==> src/common/swg_pkg.sv <==
// Shared constants and types for the single-wire gauge link engine
package swg_pkg;
	localparam int unsigned CLK_MHZ = 25;
	// Host-side timing, microseconds
	localparam int unsigned BREAK_MIN_US = 190;
	localparam int unsigned BREAK_RECOVERY_US = 40;
	localparam int unsigned HOST_BIT_WINDOW_US = 190;
	localparam int unsigned HOST_ONE_LOW_MAX_US = 50;
	localparam int unsigned HOST_ZERO_LOW_MIN_US = 86;
	// Device-side timing, microseconds (chosen inside the allowed ranges)
	localparam int unsigned REPLY_START_DELAY_US = 250;
	localparam int unsigned DEVICE_BIT_WINDOW_US = 220;
	localparam int unsigned DEVICE_ONE_LOW_US = 40;
	localparam int unsigned DEVICE_ZERO_LOW_US = 110;
	// Low held this long means host power is gone; well clear of any break
	localparam int unsigned SLEEP_LOW_US = 500;
	localparam int unsigned CNT_W = 16;
	localparam logic [CNT_W-1:0] BREAK_CYC = CNT_W'(BREAK_MIN_US * CLK_MHZ);
	localparam logic [CNT_W-1:0] ONE_ZERO_SPLIT_CYC =
		CNT_W'(((HOST_ONE_LOW_MAX_US + HOST_ZERO_LOW_MIN_US) / 2) * CLK_MHZ);
	localparam logic [CNT_W-1:0] REPLY_DELAY_CYC = CNT_W'(REPLY_START_DELAY_US * CLK_MHZ);
	localparam logic [CNT_W-1:0] DEV_WINDOW_CYC = CNT_W'(DEVICE_BIT_WINDOW_US * CLK_MHZ);
	localparam logic [CNT_W-1:0] DEV_ONE_CYC = CNT_W'(DEVICE_ONE_LOW_US * CLK_MHZ);
	localparam logic [CNT_W-1:0] DEV_ZERO_CYC = CNT_W'(DEVICE_ZERO_LOW_US * CLK_MHZ);
	localparam logic [CNT_W-1:0] SLEEP_CYC = CNT_W'(SLEEP_LOW_US * CLK_MHZ);
	localparam int unsigned BYTE_W = 8;
	localparam logic [2:0] BIT_LAST = 3'h7;
	typedef enum logic [3:0]
	{
		ST_IDLE = 4'h1,
		ST_DELAY = 4'h2,
		ST_LOW = 4'h4,
		ST_HIGH = 4'h8
	} swg_tx_state_t;
endpackage

==> src/common/swg_stream_if.sv <==
// Byte stream carrier between the link engine and its skid buffer
`timescale 1ns/1ps
interface swg_stream_if;
	logic [7:0] data;
	logic valid;
	logic ready;
	modport src
	(
		output data,
		output valid,
		input ready
	);
	modport snk
	(
		input data,
		input valid,
		output ready
	);
endinterface

==> src/core/swg_link.sv <==
// Device-side bit engine for the single-wire gauge host link
// Functional notes
// RULE_01 - Host bit windows last at least 190 us
// RULE_02 - Reply starts 190 to 320 us after command
// RULE_03 - Device bit window 190 to 260 us
// RULE_04 - Device one: low 32 to 50 us
// RULE_05 - Device zero: low 80 to 145 us
// RULE_06 - Line held low enters sleep state
// RULE_07 - Nominal 5 kbit/s both directions; the device bit window is 220 us, about 4.5 kbit/s
// RULE_08 - Break resets receiver; bits timed by low width
`timescale 1ns/1ps
module swg_link
	import swg_pkg::*;
(
	// Clock, reset, enable
	input wire logic i_mclk,
	input wire logic i_rst_n,
	input wire logic i_ce,
	// Single-wire line, open drain
	input wire logic i_single_wire_host_line,
	output logic o_single_wire_host_line_oe,
	output logic o_single_wire_host_line_out,
	// Received bytes
	output logic [7:0] o_rx_data,
	output logic o_rx_valid,
	output logic o_break,
	// Reply bytes to send
	input wire logic [7:0] i_tx_data,
	input wire logic i_tx_valid,
	output logic o_tx_ready,
	output logic o_tx_busy,
	// Power state
	output logic o_sleep
);
	// Line synchroniser
	logic [2:0] sync_q;
	logic line_q;
	wire line_s2 = sync_q[1];
	wire line_s3 = sync_q[2];
	wire agree = (line_s2 == line_s3);
	wire fall = agree && line_q && !line_s2;
	wire rise = agree && !line_q && line_s2;

	// Receiver
	logic [CNT_W-1:0] low_cnt_q;
	logic [2:0] rx_bit_q;
	logic [7:0] rx_sh_q;
	logic rx_valid_q;
	logic break_q;
	logic sleep_q;
	logic [7:0] rx_data_q;
	wire [CNT_W-1:0] low_inc = (low_cnt_q == '1) ? low_cnt_q : low_cnt_q + CNT_W'(1);
	wire is_break = (low_cnt_q >= BREAK_CYC); // [RULE_08]
	wire rx_bit_val = (low_cnt_q < ONE_ZERO_SPLIT_CYC); // [RULE_08]
	wire [7:0] rx_next = {rx_bit_val, rx_sh_q[7:1]};

	// Transmitter with input buffer
	swg_stream_if tx_in ();
	swg_stream_if tx_buf ();
	assign tx_in.data = i_tx_data;
	assign tx_in.valid = i_tx_valid;
	swg_skid_buf u_buf
	(
		.i_mclk(i_mclk),
		.i_rst_n(i_rst_n),
		.i_ce(i_ce),
		.s_in(tx_in.snk),
		.s_out(tx_buf.src)
	);

	swg_tx_state_t st_q;
	swg_tx_state_t st_d;
	logic [CNT_W-1:0] tcnt_q;
	logic [7:0] tx_sh_q;
	logic [2:0] tx_bit_q;
	logic drive_q;
	logic tx_ready_q;
	logic busy_q;
	// A byte is only taken while idle and a reply is owed
	logic reply_due_q;
	wire take = (st_q == ST_IDLE) && reply_due_q && tx_buf.valid;
	assign tx_buf.ready = take;
	wire [CNT_W-1:0] low_len = tx_sh_q[0] ? DEV_ONE_CYC : DEV_ZERO_CYC; // [RULE_04] [RULE_05]
	wire delay_done = (tcnt_q >= REPLY_DELAY_CYC); // [RULE_02]
	wire low_done = (tcnt_q >= low_len);
	wire win_done = (tcnt_q >= DEV_WINDOW_CYC); // [RULE_03] [RULE_07]
	wire last_bit = (tx_bit_q == BIT_LAST);

	always_comb
	begin
		st_d = st_q;
		unique case (st_q)
			ST_IDLE: if (take) st_d = ST_DELAY;
			ST_DELAY: if (delay_done) st_d = ST_LOW;
			ST_LOW: if (low_done) st_d = ST_HIGH;
			ST_HIGH: if (win_done) st_d = last_bit ? ST_IDLE : ST_LOW;
			default: st_d = ST_IDLE;
		endcase
	end

	always_ff @(posedge i_mclk or negedge i_rst_n)
	begin
		if (!i_rst_n)
		begin
			sync_q <= 3'h7;
			line_q <= 1'b1;
		end
		else if (i_ce)
		begin
			sync_q <= {sync_q[1:0], i_single_wire_host_line};
			if (agree)
				line_q <= line_s2;
		end
	end

	// Receiver decode; own replies are not fed back into the receiver
	wire rx_edge = rise && (st_q == ST_IDLE);
	wire rx_brk = rx_edge && is_break; // [RULE_08]
	wire rx_dat = rx_edge && !is_break;
	wire rx_done = rx_dat && (rx_bit_q == BIT_LAST);
	wire sleep_set = !line_q && (low_cnt_q >= SLEEP_CYC); // [RULE_06]

	// Low-time counter and sleep flag
	always_ff @(posedge i_mclk or negedge i_rst_n)
	begin
		if (!i_rst_n)
		begin
			low_cnt_q <= '0;
			sleep_q <= 1'b0;
		end
		else if (i_ce)
		begin
			if (fall)
				low_cnt_q <= '0;
			else if (!line_q)
				low_cnt_q <= low_inc;
			// Sleep is only left once the line is seen high again
			if (sleep_set)
				sleep_q <= 1'b1; // [RULE_06]
			else if (line_q)
				sleep_q <= 1'b0;
		end
	end

	// Byte assembly, LSB first
	always_ff @(posedge i_mclk or negedge i_rst_n)
	begin
		if (!i_rst_n)
		begin
			rx_bit_q <= 3'h0;
			rx_sh_q <= 8'h00;
		end
		else if (i_ce)
		begin
			if (rx_brk)
				rx_bit_q <= 3'h0; // [RULE_08]
			else if (rx_dat)
			begin
				// Host window minimum is the host's duty; bits are taken per low pulse [RULE_01]
				rx_sh_q <= rx_next;
				rx_bit_q <= rx_bit_q + 3'h1;
			end
		end
	end

	// Pulses, held byte and the owed-reply flag
	always_ff @(posedge i_mclk or negedge i_rst_n)
	begin
		if (!i_rst_n)
		begin
			rx_valid_q <= 1'b0;
			break_q <= 1'b0;
			reply_due_q <= 1'b0;
			rx_data_q <= 8'h00;
		end
		else if (i_ce)
		begin
			rx_valid_q <= rx_done;
			break_q <= rx_brk; // [RULE_08]
			// Held copy so the output stands while the next byte shifts in
			if (rx_done)
				rx_data_q <= rx_next;
			if (rx_brk)
				reply_due_q <= 1'b0;
			else if (rx_done)
				reply_due_q <= 1'b1;
		end
	end

	always_ff @(posedge i_mclk or negedge i_rst_n)
	begin
		if (!i_rst_n)
		begin
			st_q <= ST_IDLE;
			tcnt_q <= '0;
			tx_sh_q <= 8'h00;
			tx_bit_q <= 3'h0;
			drive_q <= 1'b0;
			tx_ready_q <= 1'b0;
			busy_q <= 1'b0;
		end
		else if (i_ce)
		begin
			st_q <= st_d;
			tx_ready_q <= tx_in.ready;
			if (st_q != st_d && st_d != ST_HIGH)
				tcnt_q <= '0;
			else
				tcnt_q <= tcnt_q + CNT_W'(1);
			if (take)
			begin
				tx_sh_q <= tx_buf.data;
				tx_bit_q <= 3'h0;
			end
			if (st_q == ST_HIGH && win_done && !last_bit)
			begin
				tx_sh_q <= {1'b0, tx_sh_q[7:1]};
				tx_bit_q <= tx_bit_q + 3'h1;
			end
			drive_q <= (st_d == ST_LOW); // [RULE_04] [RULE_05]
			busy_q <= (st_d != ST_IDLE);
		end
	end

	assign o_single_wire_host_line_oe = drive_q;
	assign o_single_wire_host_line_out = 1'b0;
	assign o_rx_data = rx_data_q;
	assign o_rx_valid = rx_valid_q;
	assign o_break = break_q;
	assign o_tx_ready = tx_ready_q;
	assign o_tx_busy = busy_q;
	assign o_sleep = sleep_q;
endmodule

==> src/core/swg_skid_buf.sv <==
// Two-entry buffer with valid/ready on both sides
`timescale 1ns/1ps
module swg_skid_buf
	import swg_pkg::*;
(
	// Clock and reset
	input wire logic i_mclk,
	input wire logic i_rst_n,
	input wire logic i_ce,
	// Ports
	swg_stream_if.snk s_in,
	swg_stream_if.src s_out
);
	logic [7:0] mem_q [2];
	logic wp_q;
	logic rp_q;
	logic [1:0] cnt_q;
	wire push = s_in.valid && s_in.ready;
	wire pop = s_out.valid && s_out.ready;
	assign s_in.ready = (cnt_q != 2'h2);
	assign s_out.valid = (cnt_q != 2'h0);
	assign s_out.data = mem_q[rp_q];
	always_ff @(posedge i_mclk or negedge i_rst_n)
	begin
		if (!i_rst_n)
		begin
			wp_q <= 1'b0;
			rp_q <= 1'b0;
			cnt_q <= 2'h0;
			mem_q[0] <= 8'h00;
			mem_q[1] <= 8'h00;
		end
		else if (i_ce)
		begin
			if (push)
			begin
				mem_q[wp_q] <= s_in.data;
				wp_q <= ~wp_q;
			end
			if (pop)
				rp_q <= ~rp_q;
			cnt_q <= cnt_q + {1'b0, push} - {1'b0, pop};
		end
	end
endmodule

==> config.mk <==
export PLATFORM = sky130hd
export DESIGN_NAME = swg_link
export DESIGN_NICKNAME = d
export VERILOG_FILES = /design/src/common/swg_pkg.sv /design/src/common/swg_stream_if.sv /design/src/core/swg_link.sv /design/src/core/swg_skid_buf.sv
export SDC_FILE = /design/constraint.sdc
export NUM_CORES = 1
export LEC_CHECK = 0
export ABC_AREA = 1
export BUFFER_PORTS_ARGS = -buffer_cell sky130_fd_sc_hd__buf_2
export CAP_MARGIN = 5
export CORE_MARGIN = 10
export CORE_UTILIZATION = 65
export CTS_CLUSTER_DIAMETER = 100
export CTS_CLUSTER_SIZE = 25
export DETAILED_ROUTE_END_ITERATION = 10
export PLACE_DENSITY = 0.8
export SYNTH_ARGS = -nofsm -noshare
export SYNTH_HDL_FRONTEND = slang
export SYNTH_SLANG_ARGS = --single-unit
==> constraint.sdc <==
create_clock -name i_mclk -period 2.92 [get_ports i_mclk]
set_input_delay 0.146 -clock i_mclk [delete_from_list [all_inputs] [get_ports i_mclk]]
set_output_delay 0.146 -clock i_mclk [all_outputs]
set_load 0.005 [all_outputs]
Word-level counts from Yosys, hierarchy flattened
Cells that the tools add are included.
Word-level totals
  bits of input ports: 13
  output and inout port bits: 15
  word-level logic and storage cells: 120
  bits in registers: 97
Cells by class
  bitwise operators: 5
  add/subtract/negate cells: 6
  muxes and demuxes: 27
  reductions and logical operators: 36
  equal/unequal tests: 15
  magnitude comparators: 9
Operators by type and width (number)
  16-bit two-way mux: 4
  16-bit by 13-bit >= comparator with 1-bit output (second input constant): 3
  8-bit two-way mux: 6
  16-bit by 1-bit adder with 16-bit output (second input constant): 2
  1-bit logical AND: 17
  16-bit bitwise mux: 1
  16-bit == test (second input constant): 1
  16-bit by 12-bit >= comparator with 1-bit output: 1
  16-bit by 14-bit >= comparator with 1-bit output (second input constant): 1
  16-bit by 11-bit less-than comparator with 1-bit output (second input constant): 1
  4-bit two-way mux: 4
  4-bit case mux with 4 select lines: 1
  2-bit AND reduction: 8
  3-bit two-way mux: 5
  12-bit two-way mux: 1
  2-bit nonzero test: 5
  8-bit demux with 1-bit select: 1
  4-bit by 3-bit == test with 1-bit output (second input constant): 2
  3-bit by 1-bit adder with 3-bit output (second input constant): 2
  3-bit == test (second input constant): 2
  3-bit AND reduction: 2
  4-bit by 1-bit == test with 1-bit output (second input constant): 1
  4-bit by 2-bit == test with 1-bit output (second input constant): 1
  4-bit == test (second input constant): 1
  14 further kinds: 25

Longest topological paths before layout
  depth in word-level cells: 8
  gate-level depth with buffers: 17
  depth with buffers taken out: 16

Modules after synthesis
A second synthesis with hierarchy kept.
Second synthesis, totals
  cell total of the unflattened synthesis: 676
  area, all modules: 5343.9 sq um
By module, submodules not included
  swg_link: area an instance 4314.1 sq um, cells each 551, times used 1, seq. area each 1908.1 sq um
  swg_skid_buf: area an instance 1029.7 sq um, cells each 125, times used 1, seq. area each 500.5 sq um

Worst setup path before layout
Ideal clock, no wire load.
  kind: register to register
  from: reg tcnt_q[11]
  to: reg tcnt_q[10]
  setup time: 113 ps
  period minus slack after synthesis: 1848 ps
  data arrival time: 1736 ps
  slack: 1072 ps
  stages on the path, launching flop included: 14
  cell sequence: dfrtp_1 -> ha_1 -> inv_1 -> nor4_1 -> nand2_1 -> nand2_1 -> nand2_1 -> a21oi_1 -> inv_1 -> nand3_2 -> nand3_4 -> buf_6 -> nand2_1 -> inv_1
On the way
  word-level cells in the longest chain between the ends: 6
Ends and longest elaborated chain
  from (decl): RTL line swg_link.sv:73  | logic [CNT_W-1:0] tcnt_q;
  from (signal assigned): RTL line swg_link.sv:209  | tcnt_q <= tcnt_q + CNT_W'(1);
  16-bit by 13-bit >= comparator with 1-bit output (tied with other cells): RTL line swg_link.sv:86  | wire win_done = (tcnt_q >= DEV_WINDOW_CYC);
  4-bit two-way mux, on equally long branches: RTL line swg_link.sv:96, swg_link.sv:94, swg_link.sv:95
  4-bit case mux with 4 select lines *: RTL line swg_link.sv:92  | unique case (st_q)
  4-bit inequality test: RTL line swg_link.sv:206  | if (st_q != st_d && st_d != ST_HIGH)
  1-bit logical AND *: RTL line swg_link.sv:206
  16-bit two-way mux *: RTL line swg_link.sv:206
Every way passes the cells marked *; elsewhere a longest branch is shown, timed or not.
A chain may end at the register's enable or synchronous reset.

Final worst setup path
  from: reg line_q
  to: reg low_cnt_q[13]
On the way
  word-level cells in the longest chain between the ends: 4
Ends and longest elaborated chain
  from (decl): RTL line swg_link.sv:37  | logic line_q;
  from (signal assigned): RTL line swg_link.sv:112  | line_q <= line_s2;
  1-bit logical AND (2 in series): RTL line swg_link.sv:41  | wire fall = agree && line_q && !line_s2;
  2-bit inequality test (no source line) or 2-bit by 1-bit inequality test with 1-bit output (tied branches)
  3-bit AND reduction (no source line)
  to (signal assigned): RTL line swg_link.sv:136  | low_cnt_q <= low_inc;
  to (decl): RTL line swg_link.sv:45  | logic [CNT_W-1:0] low_cnt_q;
Several ways; a longest one is shown, not always the timed one.

==> run metrics <==
ratio of cells with drive above 1 in the final layout=0.107; top cells by area, synth=dfrtp_1, nand2_1, inv_1; vias in the first global route=4133; WHS Path Cells=3; sequential share of the synthesized area=0.471; max_slew headroom=0.625; wire length of the first global-routing pass=18100 um; via density per instance=5.34; row count=32; Tot GR Track Use=0.185; chip height=109 um; router iterations before antenna repair=4; # fillers=618; Static Leakage=2.99 nW; cell area after synthesis=0.00511 mm^2; sequential cell area=0.00241 mm^2; Tightest Pin Transition=0.562 ns; # resized after CTS=0; worst vdd ir=0.409 mV; RePlAce Congestion=0.870; top fanout value on the critical path=13; post-synth net total=675; clock tree buffer depth=2; library cells used by synthesis=42; Reg clk slew, reported paths=0.10 ns; Yosys top cell by area=dfrtp_1; synth cell count leaders=nand2_1, inv_1, dfrtp_1; Max Fclk=0.454 GHz; largest net degree at the start of global routing=41; Startpoint Class=flop; CTS root buffer=clkbuf_8; number of flops mapped to enable cells by yosys=0; Worst Path Arrival=2.50 ns; synthesized instance count=645; Max Clock Skew=0.00875 ns; DRT iter0 DRCs=207; DP Area=0.00529 mm^2; fin crit share=0.755; status=complete, no violations; Sinks on Clock Net=96; syn_area_per_cell=7.93 um^2; Synth top area share=0.445; WL/cell=13.3 um; via count=4142; Remaining DRCs=0; CP Data Required Time=3.21 ns; Final ANT Viol Nets=0; Synth warnings=0; CTS tree=done; cell area power density=674 mW/mm^2; area grow syn2layout=8.54%; IO Pins=28; Tmin final=2.20 ns; Die Area=0.0118 mm^2; Hold Vio Cnt, Final=0; antenna violations before repair=0; Slew Viols, Final=0; Post-synth ARST share=1.00; Synth Register Bits=96; ys flop type=dfrtp_1; DPL Wire Length=7520 um; Final setup viols=0; RSZ-0062 raised after global routing=false; dominant cell by count in the synthesized netlist=nand2_1; I/O Buffers=26; number of diodes=0; crit end category=flop; Final Cell Area=0.00555 mm^2; layout net count=699; CORE AREA=0.00769 mm^2; R2R depth=10; kind of critical path=reg2reg; total gr overflow=0; Detailed Route WL=10300 um; Maximum Capacitance Violations=0; multi-input combinational cell area=0.00218 mm^2; Die X=109 um; worst skew pair latency=0.36 ns; htree depth=3; Initial Util=0.665; TritonCTS Buffers=9; setup TNS=0 ns; HP Class=in2reg
-- flip-flops by register name (all words and copies together), names as in the netlist, 4 cells and up --
name,cells
rx_sh_q,7
tcnt_q,16
low_cnt_q,16
tx_sh_q,8
st_q,4
u_buf.mem_q,16
o_rx_data,8
-- layout make-up --
cell class	instances	share of cell area
Timing Repair Buffer	30	0.0302
Sequential cell	96	0.434
Inverter	114	0.0771
Tap cell	102	0.0230
Clock buffer	10	0.0248
Clock inverter	6	0.0178
Multi-Input combinational cell	418	0.393
-- cells by family (layout without fill, tap and decap cells) --
kind of cell | Yosys count | in the layout | share of synthesized area
AOI/OAI and AO/OA | 113 | 113 | 0.123
xor gates and xnor gates | 13 | 13 | 0.0223
adders and majority gates | 17 | 17 | 0.0416
buffers and inverters | 131 | 160 | 0.102
DFF | 96 | 96 | 0.471
muxes | 1 | 1 | 0.00196
other | 1 | 1 | 0.000733
and+or+nand+nor | 273 | 273 | 0.237
-- layer usage --
| layer | vias to the layer above | part of all wire | global-route usage | routed length, um |
|---|---|---|---|---|
| met4 | 0 | 0.014 | 0.0527 | 140 |
| li1 | 2088 | - | - | - |
| met3 | 15 | 0.036 | 0.0437 | 370 |
| met5 | - | 0 | 0 | 0 |
| met2 | 76 | 0.51 | 0.318 | 5260 |
| met1 | 1963 | 0.44 | 0.229 | 4530 |
-- placed cells by master (no fill, tap or decap), types with 4 or more instances in the layout --
cell,instances
nand3_1,23
o21ai_1,5
ha_1,17
nor2_1,44
nor3_1,13
a22o_1,4
dfstp_2,5
inv_1,112
clkbuf_8,10
o21ai_0,64
a21oi_1,22
nor2_2,6
o211ai_1,8
nand2_2,5
buf_2,25
nand4_1,8
nand2_1,160
dfrtp_1,91
xor2_1,10
nor4_1,4
-- critical path: stages (launching register included) --
cell,delay (ns)
dfstp_2,0.56
inv_1,0.06
nor3_1,0.13
inv_1,0.09
nor2_1,0.19
inv_1,0.22
nand2_2,0.21
nand3_1,0.23
nor3_1,0.21
o21ai_0,0.12
nor2_1,0.11
-- stage by stage --
| stage | cells | util | setup slack (ns) | total power [W] | hold slack, ns |
|---|---|---|---|---|---|
| 2_1_floorplan | 645 | - | 1.07 | 0.00249 | -0.150 |
| 3_3_place_gp | 758 | 0.689 | 0.809 | 0.00269 | 0.150 |
| 3_5_place_dp | 758 | 0.689 | 0.695 | 0.00276 | 0.158 |
| 4_1_cts | 776 | 0.722 | 0.695 | 0.00378 | 0.0289 |
| 5_1_grt | 776 | 0.722 | 0.387 | 0.00401 | 0.0461 |
| 6_report | 776 | 0.722 | 0.716 | 0.00374 | 0.0398 |
-- path summary, 6_finish.rpt --
path                              startpoint              end  slack, ns
worst max-delay path                  line_q    low_cnt_q[13]       0.72
worst min-delay path            i_tx_data[7]   u_buf.mem_q[7]       0.04
min in group asynchronous            i_rst_n        tcnt_q[6]       0.30
max in group asynchronous            i_rst_n  u_buf.mem_q[13]       1.82
worst min register to register     sync_q[0]        sync_q[0]       0.47
worst max register to register        line_q    low_cnt_q[13]       0.72
-- what timing repair did --
action	in CTS	in global routing
hold buffers	2	0
setup buffers	0	0
hold endpoints to repair	38	0
-- where the power goes --
part / total (W) / internal [W] / switching [W]
sequential: 0.00185 / 0.00164 / 0.000212
clock: 0.00101 / 0.000521 / 0.000486
combinational: 0.000888 / 0.000327 / 0.000561
total: 0.00374 / 0.00248 / 0.00126
Power figures use the tool's default switching activity.
